$ cat config.mk
export PLATFORM = sky130hd
export DESIGN_NAME = wdr_watchdog
export DESIGN_NICKNAME = d
export VERILOG_FILES = /design/src/rtl/wdr_pulse_sync.v /design/src/rtl/wdr_watchdog.v
export VERILOG_INCLUDE_DIRS = /design/src /design/src/pkg
export SDC_FILE = /design/constraint.sdc
export NUM_CORES = 1
export LEC_CHECK = 0
export BUFFER_PORTS_ARGS = -buffer_cell sky130_fd_sc_hd__clkbuf_2
export CAP_MARGIN = 20
export CELL_PAD_IN_SITES_DETAIL_PLACEMENT = 1
export CELL_PAD_IN_SITES_GLOBAL_PLACEMENT = 1
export CORE_MARGIN = 4
export CORE_UTILIZATION = 45
export DETAILED_ROUTE_END_ITERATION = 8
export HOLD_SLACK_MARGIN = 0.05
export PLACE_DENSITY = 0.9
export REMOVE_ABC_BUFFERS = 1
export SLEW_MARGIN = 20
export SYNTH_ARGS = -nofsm -noshare
export SYNTH_HDL_FRONTEND = slang
export SYNTH_HIERARCHICAL = 1
export SYNTH_SLANG_ARGS = --single-unit
$ cat constraint.sdc
create_clock -name i_ref_clk -period 8.4 [get_ports i_ref_clk]
set_input_delay 1.68 -clock i_ref_clk [delete_from_list [all_inputs] [get_ports i_ref_clk]]
set_output_delay 1.68 -clock i_ref_clk [all_outputs]
set_load 0.005 [all_outputs]
$ cat src/pkg/wdr_consts.vh
`ifndef WDR_CONSTS_VH
`define WDR_CONSTS_VH
// register byte addresses on the bus
`define WDR_ADDR_WDOG_CTRL 12'h000
`define WDR_ADDR_RST_FLAGS 12'h004
`define WDR_ADDR_PROG_CTRL 12'h008
`define WDR_ADDR_STATUS 12'h00c
`define WDR_ADDR_CONTROL 12'h010
// watchdog_control layout
`define WDR_WDOG_CTRL_RESET 8'h53
`define WDR_EN_HI 7
`define WDR_EN_LO 3
`define WDR_PS_HI 2
`define WDR_PS_LO 0
`define WDR_EN_LEGAL_A 5'h0a
`define WDR_EN_LEGAL_B 5'h15
// reset_source_flags layout
`define WDR_BIT_SOFT_FLAG 0
`define WDR_BIT_LV_FLAG 2
// status register layout
`define WDR_BIT_TIMEOUT 0
`define WDR_BIT_PDOWN 1
`define WDR_BIT_LOWPWR 2
// control register layout (bits not decoded; writes ignored, reads zero)
`define WDR_BIT_CLRWDT 0
`define WDR_BIT_HALT 1
`define WDR_BIT_WAKE 2
// programming control trigger value
`define WDR_PROG_RESET_KEY 8'h55
// counter
`define WDR_CNT_W 18
// last count before overflow for each period select code
`define WDR_LIMIT_SEL0 18'h000ff
`define WDR_LIMIT_SEL1 18'h003ff
`define WDR_LIMIT_SEL2 18'h00fff
`define WDR_LIMIT_SEL3 18'h03fff
`define WDR_LIMIT_SEL4 18'h07fff
`define WDR_LIMIT_SEL5 18'h0ffff
`define WDR_LIMIT_SEL6 18'h1ffff
`define WDR_LIMIT_SEL7 18'h3ffff
`define WDR_SOFT_DELAY_DEF 8
`define WDR_LV_QUALIFY_NS 1000
`define WDR_CLK_PERIOD_NS 5
`define WDR_RST_PULSE 3'h4
`endif

$ cat src/rtl/wdr_pulse_sync.v
`timescale 1ns/1ps
// two-flop synchroniser plus rising edge detect on the second stage
module wdr_pulse_sync (
  input wire i_ref_clk, // system clock
  input wire i_reset_n, // async reset, active low
  input wire i_ce, // clock enable
  input wire i_async, // level from another domain
  output wire o_level, // synchronised level
  output wire o_rise // one-cycle pulse on rising edge
);
  reg meta;
  reg sync;
  reg prev;
  always @(posedge i_ref_clk or negedge i_reset_n) begin
    if (!i_reset_n) begin
      meta <= 1'b0;
      sync <= 1'b0;
      prev <= 1'b0;
    end else if (i_ce) begin
      meta <= i_async;
      sync <= meta;
      prev <= sync;
    end
  end
  assign o_level = sync;
  assign o_rise = i_ce & sync & ~prev;
endmodule

$ cat src/rtl/wdr_watchdog.v
// Added by the designer: the APB interface to the registers and the placing of the registers.
`timescale 1ns/1ps
// Function
// RULE1 - watchdog counts slow-clock ticks, timeout 2^8 up to 2^18 ticks
// RULE2 - period select codes map to 2^8,10,12,14,15,16,17,18
// RULE3 - guarded enable field legal only at 01010 or 10101
// RULE4 - any other enable value gives delayed full reset and sets soft flag
// RULE5 - guarded enable field powers up as 01010
// RULE6 - control register read/write, enable bits 7..3, period bits 2..0
// RULE7 - soft reset flag in bit 0, set by hardware, cleared only by software
// RULE8 - overflow in run mode gives full reset and sets timeout bit
// RULE9 - overflow in sleep/idle sets timeout, clears only pc and stack pointer
// RULE10 - counter cleared by guarded-field reset, clear instruction or halt only; code also clears it on overflow
// RULE11 - software must clear the watchdog before the timeout is reached
// RULE12 - power-on reset leaves program counter at zero
// RULE13 - power-on reset sets port data and direction registers to all ones
// RULE14 - low supply resets and sets flag only if it lasts the qualify time
// RULE15 - low-voltage detection active in run modes, off in sleep or idle
// RULE16 - low-voltage flag in bit 2, set by hardware, cleared only by software
// RULE17 - reset flag register bits 7..3 and bit 1 read as zero
// RULE18 - writing 55h to programming control register resets whole device
// RULE19 - halt sets power-down, clears timeout, clears and restarts counter
// RULE20 - power-down flag cleared at power-up and by clear instruction
// RULE21 - por clears both flags; run timeout sets timeout only; sleep keeps both (code sets timeout on a sleep timeout, keeps power-down)
// RULE22 - soft reset delay is a parameter counted in slow-clock ticks
// RULE23 - counter runs in every mode; period change needs no counter clear
`include "wdr_consts.vh"
module wdr_watchdog #(
  parameter SOFT_DELAY = `WDR_SOFT_DELAY_DEF // slow ticks before soft reset
) (
  input wire i_ref_clk, // 200 MHz system clock
  input wire i_reset_n, // power-on reset, async, active low
  input wire i_ce, // clock enable, freezes all state when low
  input wire i_slow_clk, // slow internal oscillator, sampled as a pin
  input wire i_low_supply, // low supply indication from analog detector
  input wire i_clear_watchdog_instruction, // clear-watchdog instruction executed, pulse
  input wire i_halt, // halt instruction executed, pulse
  input wire i_wake, // core wakes from sleep or idle, pulse
  input wire i_psel, // apb select
  input wire i_penable, // apb enable
  input wire i_pwrite, // apb write
  input wire [11:0] i_paddr, // apb byte address
  input wire [31:0] i_pwdata, // apb write data
  output wire o_pready, // apb ready
  output reg [31:0] o_prdata, // apb read data
  output wire o_pslverr, // apb error on unmapped address
  output reg o_sys_reset, // full device reset request, pulse stretched
  output reg o_pc_sp_clear, // clear pc and stack pointer only, pulse
  output reg o_timeout, // timeout status bit
  output reg o_power_down, // power-down flag
  output wire o_low_power_mode // device is in sleep or idle
);
  localparam LV_CYCLES = (`WDR_LV_QUALIFY_NS + `WDR_CLK_PERIOD_NS - 1) / `WDR_CLK_PERIOD_NS;
  localparam ST_RUN = 2'b00;
  localparam ST_DELAY = 2'b01;
  localparam ST_RESET = 2'b10;

  reg [7:0] watchdog_control;
  reg soft_reset_flag;
  reg low_voltage_reset_flag;
  reg low_power;
  reg [`WDR_CNT_W-1:0] count;
  reg [1:0] state;
  reg [7:0] delay_cnt;
  reg [2:0] pulse_cnt;
  reg [15:0] lv_cnt;
  reg [31:0] next_prdata;
  reg [`WDR_CNT_W-1:0] limit;
  wire slow_tick;
  wire lv_level;
  wire [4:0] en_field;
  wire en_legal;
  wire overflow;
  wire wr_en;
  wire mapped;
  wire prog_reset;
  wire lv_fire;

  wdr_pulse_sync u_slow_sync (
    .i_ref_clk(i_ref_clk),
    .i_reset_n(i_reset_n),
    .i_ce(i_ce),
    .i_async(i_slow_clk),
    .o_level(),
    .o_rise(slow_tick)
  );
  wdr_pulse_sync u_lv_sync (
    .i_ref_clk(i_ref_clk),
    .i_reset_n(i_reset_n),
    .i_ce(i_ce),
    .i_async(i_low_supply),
    .o_level(lv_level),
    .o_rise()
  );

  assign en_field = watchdog_control[`WDR_EN_HI:`WDR_EN_LO];
  assign en_legal = (en_field == `WDR_EN_LEGAL_A) || (en_field == `WDR_EN_LEGAL_B); // RULE3
  assign o_low_power_mode = low_power;

  // timeout count per period select; compare is live so a new select acts at once
  always @* begin
    case (watchdog_control[`WDR_PS_HI:`WDR_PS_LO]) // RULE2
      3'h0: limit = `WDR_LIMIT_SEL0;
      3'h1: limit = `WDR_LIMIT_SEL1;
      3'h2: limit = `WDR_LIMIT_SEL2;
      3'h3: limit = `WDR_LIMIT_SEL3;
      3'h4: limit = `WDR_LIMIT_SEL4;
      3'h5: limit = `WDR_LIMIT_SEL5;
      3'h6: limit = `WDR_LIMIT_SEL6;
      default: limit = `WDR_LIMIT_SEL7;
    endcase
  end
  assign overflow = slow_tick && (count >= limit) && (state == ST_RUN); // RULE1 RULE23

  // apb: zero wait states, every access completes in its access cycle
  assign o_pready = 1'b1;
  assign mapped = (i_paddr == `WDR_ADDR_WDOG_CTRL) || (i_paddr == `WDR_ADDR_RST_FLAGS) ||
                  (i_paddr == `WDR_ADDR_PROG_CTRL) || (i_paddr == `WDR_ADDR_STATUS) ||
                  (i_paddr == `WDR_ADDR_CONTROL);
  assign o_pslverr = i_psel & i_penable & ~mapped;
  assign wr_en = i_ce & i_psel & i_penable & i_pwrite;
  assign prog_reset = wr_en && (i_paddr == `WDR_ADDR_PROG_CTRL) &&
                      (i_pwdata[7:0] == `WDR_PROG_RESET_KEY); // RULE18

  always @* begin
    next_prdata = 32'h0;
    case (i_paddr)
      `WDR_ADDR_WDOG_CTRL: next_prdata[7:0] = watchdog_control;
      `WDR_ADDR_RST_FLAGS: begin
        next_prdata[`WDR_BIT_SOFT_FLAG] = soft_reset_flag; // RULE17
        next_prdata[`WDR_BIT_LV_FLAG] = low_voltage_reset_flag;
      end
      `WDR_ADDR_STATUS: begin
        next_prdata[`WDR_BIT_TIMEOUT] = o_timeout;
        next_prdata[`WDR_BIT_PDOWN] = o_power_down;
        next_prdata[`WDR_BIT_LOWPWR] = low_power;
      end
      default: next_prdata = 32'h0;
    endcase
  end
  // read data registered during setup so it is stable in the access cycle
  always @(posedge i_ref_clk or negedge i_reset_n) begin
    if (!i_reset_n) begin
      o_prdata <= 32'h0;
    end else if (i_ce && i_psel && !i_penable) begin
      o_prdata <= next_prdata;
    end
  end

  // low-voltage qualification, disabled in sleep or idle
  assign lv_fire = lv_level && !low_power && (lv_cnt == LV_CYCLES[15:0] - 16'h1); // RULE14
  always @(posedge i_ref_clk or negedge i_reset_n) begin
    if (!i_reset_n) begin
      lv_cnt <= 16'h0;
    end else if (i_ce) begin
      if (!lv_level || low_power || state != ST_RUN) begin
        lv_cnt <= 16'h0; // RULE15
      end else if (!lv_fire) begin
        lv_cnt <= lv_cnt + 16'h1;
      end
    end
  end

  // control register and flags; a full reset restores control to its power-on value
  always @(posedge i_ref_clk or negedge i_reset_n) begin
    if (!i_reset_n) begin
      watchdog_control <= `WDR_WDOG_CTRL_RESET; // RULE5
      soft_reset_flag <= 1'b0;
      low_voltage_reset_flag <= 1'b0;
      o_timeout <= 1'b0; // RULE21
      o_power_down <= 1'b0; // RULE20
      low_power <= 1'b0;
    end else if (i_ce) begin
      if (wr_en && i_paddr == `WDR_ADDR_WDOG_CTRL) begin
        watchdog_control <= i_pwdata[7:0]; // RULE6
      end else if (state == ST_RESET && pulse_cnt == 3'h0) begin
        watchdog_control <= `WDR_WDOG_CTRL_RESET;
      end
      // hardware set wins over a software clear in the same cycle
      if (state == ST_DELAY && delay_cnt == 8'h0) begin
        soft_reset_flag <= 1'b1; // RULE4 RULE7
      end else if (wr_en && i_paddr == `WDR_ADDR_RST_FLAGS && !i_pwdata[`WDR_BIT_SOFT_FLAG]) begin
        soft_reset_flag <= 1'b0; // RULE7
      end
      if (lv_fire) begin
        low_voltage_reset_flag <= 1'b1; // RULE16
      end else if (wr_en && i_paddr == `WDR_ADDR_RST_FLAGS && !i_pwdata[`WDR_BIT_LV_FLAG]) begin
        low_voltage_reset_flag <= 1'b0; // RULE16
      end
      if (overflow) begin
        o_timeout <= 1'b1; // RULE8 RULE9 RULE21
      end else if (i_halt) begin
        o_timeout <= 1'b0; // RULE19
      end
      if (i_halt) begin
        o_power_down <= 1'b1; // RULE19
      end else if (i_clear_watchdog_instruction) begin
        o_power_down <= 1'b0; // RULE20
      end
      if (i_halt) begin
        low_power <= 1'b1;
      end else if (i_wake || overflow) begin
        low_power <= 1'b0;
      end
    end
  end

  // counter free-runs in every mode; cleared by the three named sources and on overflow
  always @(posedge i_ref_clk or negedge i_reset_n) begin
    if (!i_reset_n) begin
      count <= {`WDR_CNT_W{1'b0}};
    end else if (i_ce) begin
      if (i_clear_watchdog_instruction || i_halt || (state == ST_DELAY && delay_cnt == 8'h0)) begin
        count <= {`WDR_CNT_W{1'b0}}; // RULE10 RULE19
      end else if (overflow) begin
        count <= {`WDR_CNT_W{1'b0}};
      end else if (slow_tick) begin
        count <= count + {{(`WDR_CNT_W-1){1'b0}}, 1'b1}; // RULE23
      end
    end
  end

  // reset sequencer: illegal enable waits soft delay, other sources reset at once
  always @(posedge i_ref_clk or negedge i_reset_n) begin
    if (!i_reset_n) begin
      state <= ST_RUN;
      delay_cnt <= 8'h0;
      pulse_cnt <= 3'h0;
      o_sys_reset <= 1'b0;
      o_pc_sp_clear <= 1'b0;
    end else if (i_ce) begin
      o_pc_sp_clear <= 1'b0;
      case (state)
        ST_RUN: begin
          o_sys_reset <= 1'b0;
          if (prog_reset || lv_fire || (overflow && !low_power)) begin
            state <= ST_RESET; // RULE8 RULE14 RULE18
            pulse_cnt <= `WDR_RST_PULSE - 3'h1;
            o_sys_reset <= 1'b1;
          end else if (overflow) begin
            o_pc_sp_clear <= 1'b1; // RULE9
          end else if (!en_legal) begin
            state <= ST_DELAY; // RULE4
            // full SOFT_DELAY ticks elapse, then one cycle to enter reset
            delay_cnt <= SOFT_DELAY[7:0]; // RULE22
          end
        end
        ST_DELAY: begin
          if (delay_cnt == 8'h0) begin
            state <= ST_RESET;
            pulse_cnt <= `WDR_RST_PULSE - 3'h1;
            o_sys_reset <= 1'b1; // RULE4
          end else if (slow_tick) begin
            delay_cnt <= delay_cnt - 8'h1; // RULE22
          end
        end
        ST_RESET: begin
          // the core clears pc to zero and ports to all ones on this pulse
          o_sys_reset <= 1'b1; // RULE12 RULE13
          if (pulse_cnt == 3'h0) begin
            state <= ST_RUN;
            o_sys_reset <= 1'b0;
          end else begin
            pulse_cnt <= pulse_cnt - 3'h1;
          end
        end
        default: begin
          state <= ST_RUN;
          o_sys_reset <= 1'b0;
        end
      endcase
    end
  end
endmodule
==> impl_metrics.tcl <==
set metrics [dict create \
    core_um2 9420 \
    io_pins 94 \
    cts-hold-fix-buffers 0 \
    clock_sinks 75 \
    fin_crit_ns 4.39 \
    maxSlewHeadroom 0.334 \
    grt_pass1_vias 3894 \
    place_hpwl_um 8420 \
    cts_tree "done" \
    rows 35 \
    drt-total-wl_um 11400 \
    fin_setup_tns_ns 0 \
    dpl_cell_area_um2 4660 \
    grtUsageTotal 0.205 \
    worst_pin_slew_ns 0.991 \
    finalCritPeriodShare 0.522 \
    critPathKind "input pin to output port" \
    antenna_found_initial 0 \
    post_cts_buffers 0 \
    cts.clk_slew.worst_paths_ns 0.08 \
    finalMaxSlewViolations 0 \
    hold_viol_final 0 \
    grt_pass1_wl_um 18900 \
    p_per_area_nw_per_um2 161 \
    syn_area_per_cell_um2 9.26 \
    irDropWorstVdd_mv 0.0761 \
    hp-class "flop to flop" \
    maxCapViolCount 0 \
    drcViolationCount 0 \
    total_power_mw 0.788 \
    status "complete, no violations" \
    drt_iter0_markers 153 \
    routabilityCongestion 0.787 \
    synthesis.area_um2 4430 \
    syn_inst 478 \
    fin_skew_ns 0.0134 \
    crit_fanout 4 \
    nets 589 \
    timing.hold.ws_ns 0.488 \
    num_antenna_cells 0 \
    vias_per_cell 5.72 \
    via_count 3733 \
    dp_slack_ns 4.00 \
    finalWorstSetupSlack_ns 4.01 \
    die_area_um2 11500 \
    setup_viol 0 \
    avgRoutedWirePerCell_um 17.5 \
    startpoint_type "input pin" \
    fin_area_um2 4890 \
    required_ns 6.72 \
    die_w_um 107 \
    leakage_nw 2.20 \
    instances_no_fill 653 \
    firstDrtPassIters 4 \
    drive_above_1_share 0.160 \
    initial_core_util 0.470 \
    ys_warn_count 6 \
    htreeDepth 3 \
    grt_setup_unrepaired "false" \
    endpoint_kind "output port" \
    grt_max_degree 76 \
    io_buffers 44 \
    max_freq_mhz 228 \
    cts-buffers-inserted 9 \
    final_util 0.519 \
    syn2layout_area_growth_pct 10.5 \
    die_h_um 107 \
    clock_latency_ns 0.36 \
    cts_root_buf "clkbuf_8" \
    multi_input_area_um2 2330 \
    ant_nets 0 \
    crit_arrival_ns 2.71 \
    dp_cells 637 \
    overflow 0 \
    cts_resized 0 \
    clockBufferDepth 2 \
    ff_latch_area_um2 1880 \
    regToRegSetupSlack_ns 5.46 \
    fill_cells 1120 \
]
==> power by group <==
group          leakage (nW)  switching, mW  internal (mW)  total, mW
registers             0.977         0.0109          0.374      0.385
clock network         0.113          0.138          0.183      0.321
logic                  1.11         0.0514         0.0308     0.0821
==> routing by layer <==
metal / part of all wire / up-vias / track usage
li1: - / 1766 / -
met1: 0.43 / 1861 / 0.252
met2: 0.51 / 88 / 0.367
met3: 0.045 / 18 / 0.0301
met4: 0.017 / 0 / 0.0658
met5: 0 / - / 0
==> cells in the final DEF, fill, tap and decap left out, types with 2 or more instances in the layout <==
cell and n:
a21oi_1 18, a22o_1 15, a31oi_1 4, and2_1 6, and3_1 8, and4_1 2, bufinv_16 2, clkbuf_2 43
clkbuf_8 11, conb_1 25, dfrtp_1 71, dfstp_2 4, ha_1 15, inv_1 18, mux2_2 11, mux2i_1 3
nand2_1 45, nand3_1 21, nand3b_1 3, nand4_1 8, nor2_1 49, nor2b_1 5, nor3_1 13, nor4_1 13
nor4_4 2, nor4bb_1 4, o21a_1 2, o21ai_0 30, o22a_1 3, o31ai_1 4, o32a_1 2, o32ai_1 4
or3_1 10, or4_1 3, or4_4 2, xnor2_1 15, xor2_1 4
==> registers in the layout, indices dropped and copies added, names as in the netlist, 2 cells and up <==
register	count
count	18
delay_cnt	8
lv_cnt	16
o_prdata	8
pulse_cnt	3
state	2
watchdog_control	8
==> path summary, 6_finish.rpt <==
path / to / from / cells after the start
setup reg to reg: delay_cnt[7] / watchdog_control[1] / 8
max in group asynchronous: count[10] / i_reset_n / 1
min in group asynchronous: lv_cnt[9] / i_reset_n / 1
hold / removal: o_prdata[2] / o_prdata[2] / 2
hold reg to reg: o_prdata[2] / o_prdata[2] / 2
setup / recovery: o_pslverr / i_paddr[10] / 6
==> critical path, stage by stage <==
cell and delay, ns:
clkbuf_2 0.08, nor4_1 0.35, nand3_1 0.25, a21oi_1 0.18
nor2_1 0.06, clkbuf_2 0.11
==> cell type report <==
cell class,instances,area share
Multi-Input combinational cell,371,0.476
Tap cell,129,0.0330
Inverter,18,0.0138
Timing Repair Buffer,44,0.0455
Clock buffer,12,0.0317
Sequential cell,75,0.385
Clock inverter,4,0.0148
(Power assumes the default switching activity.)
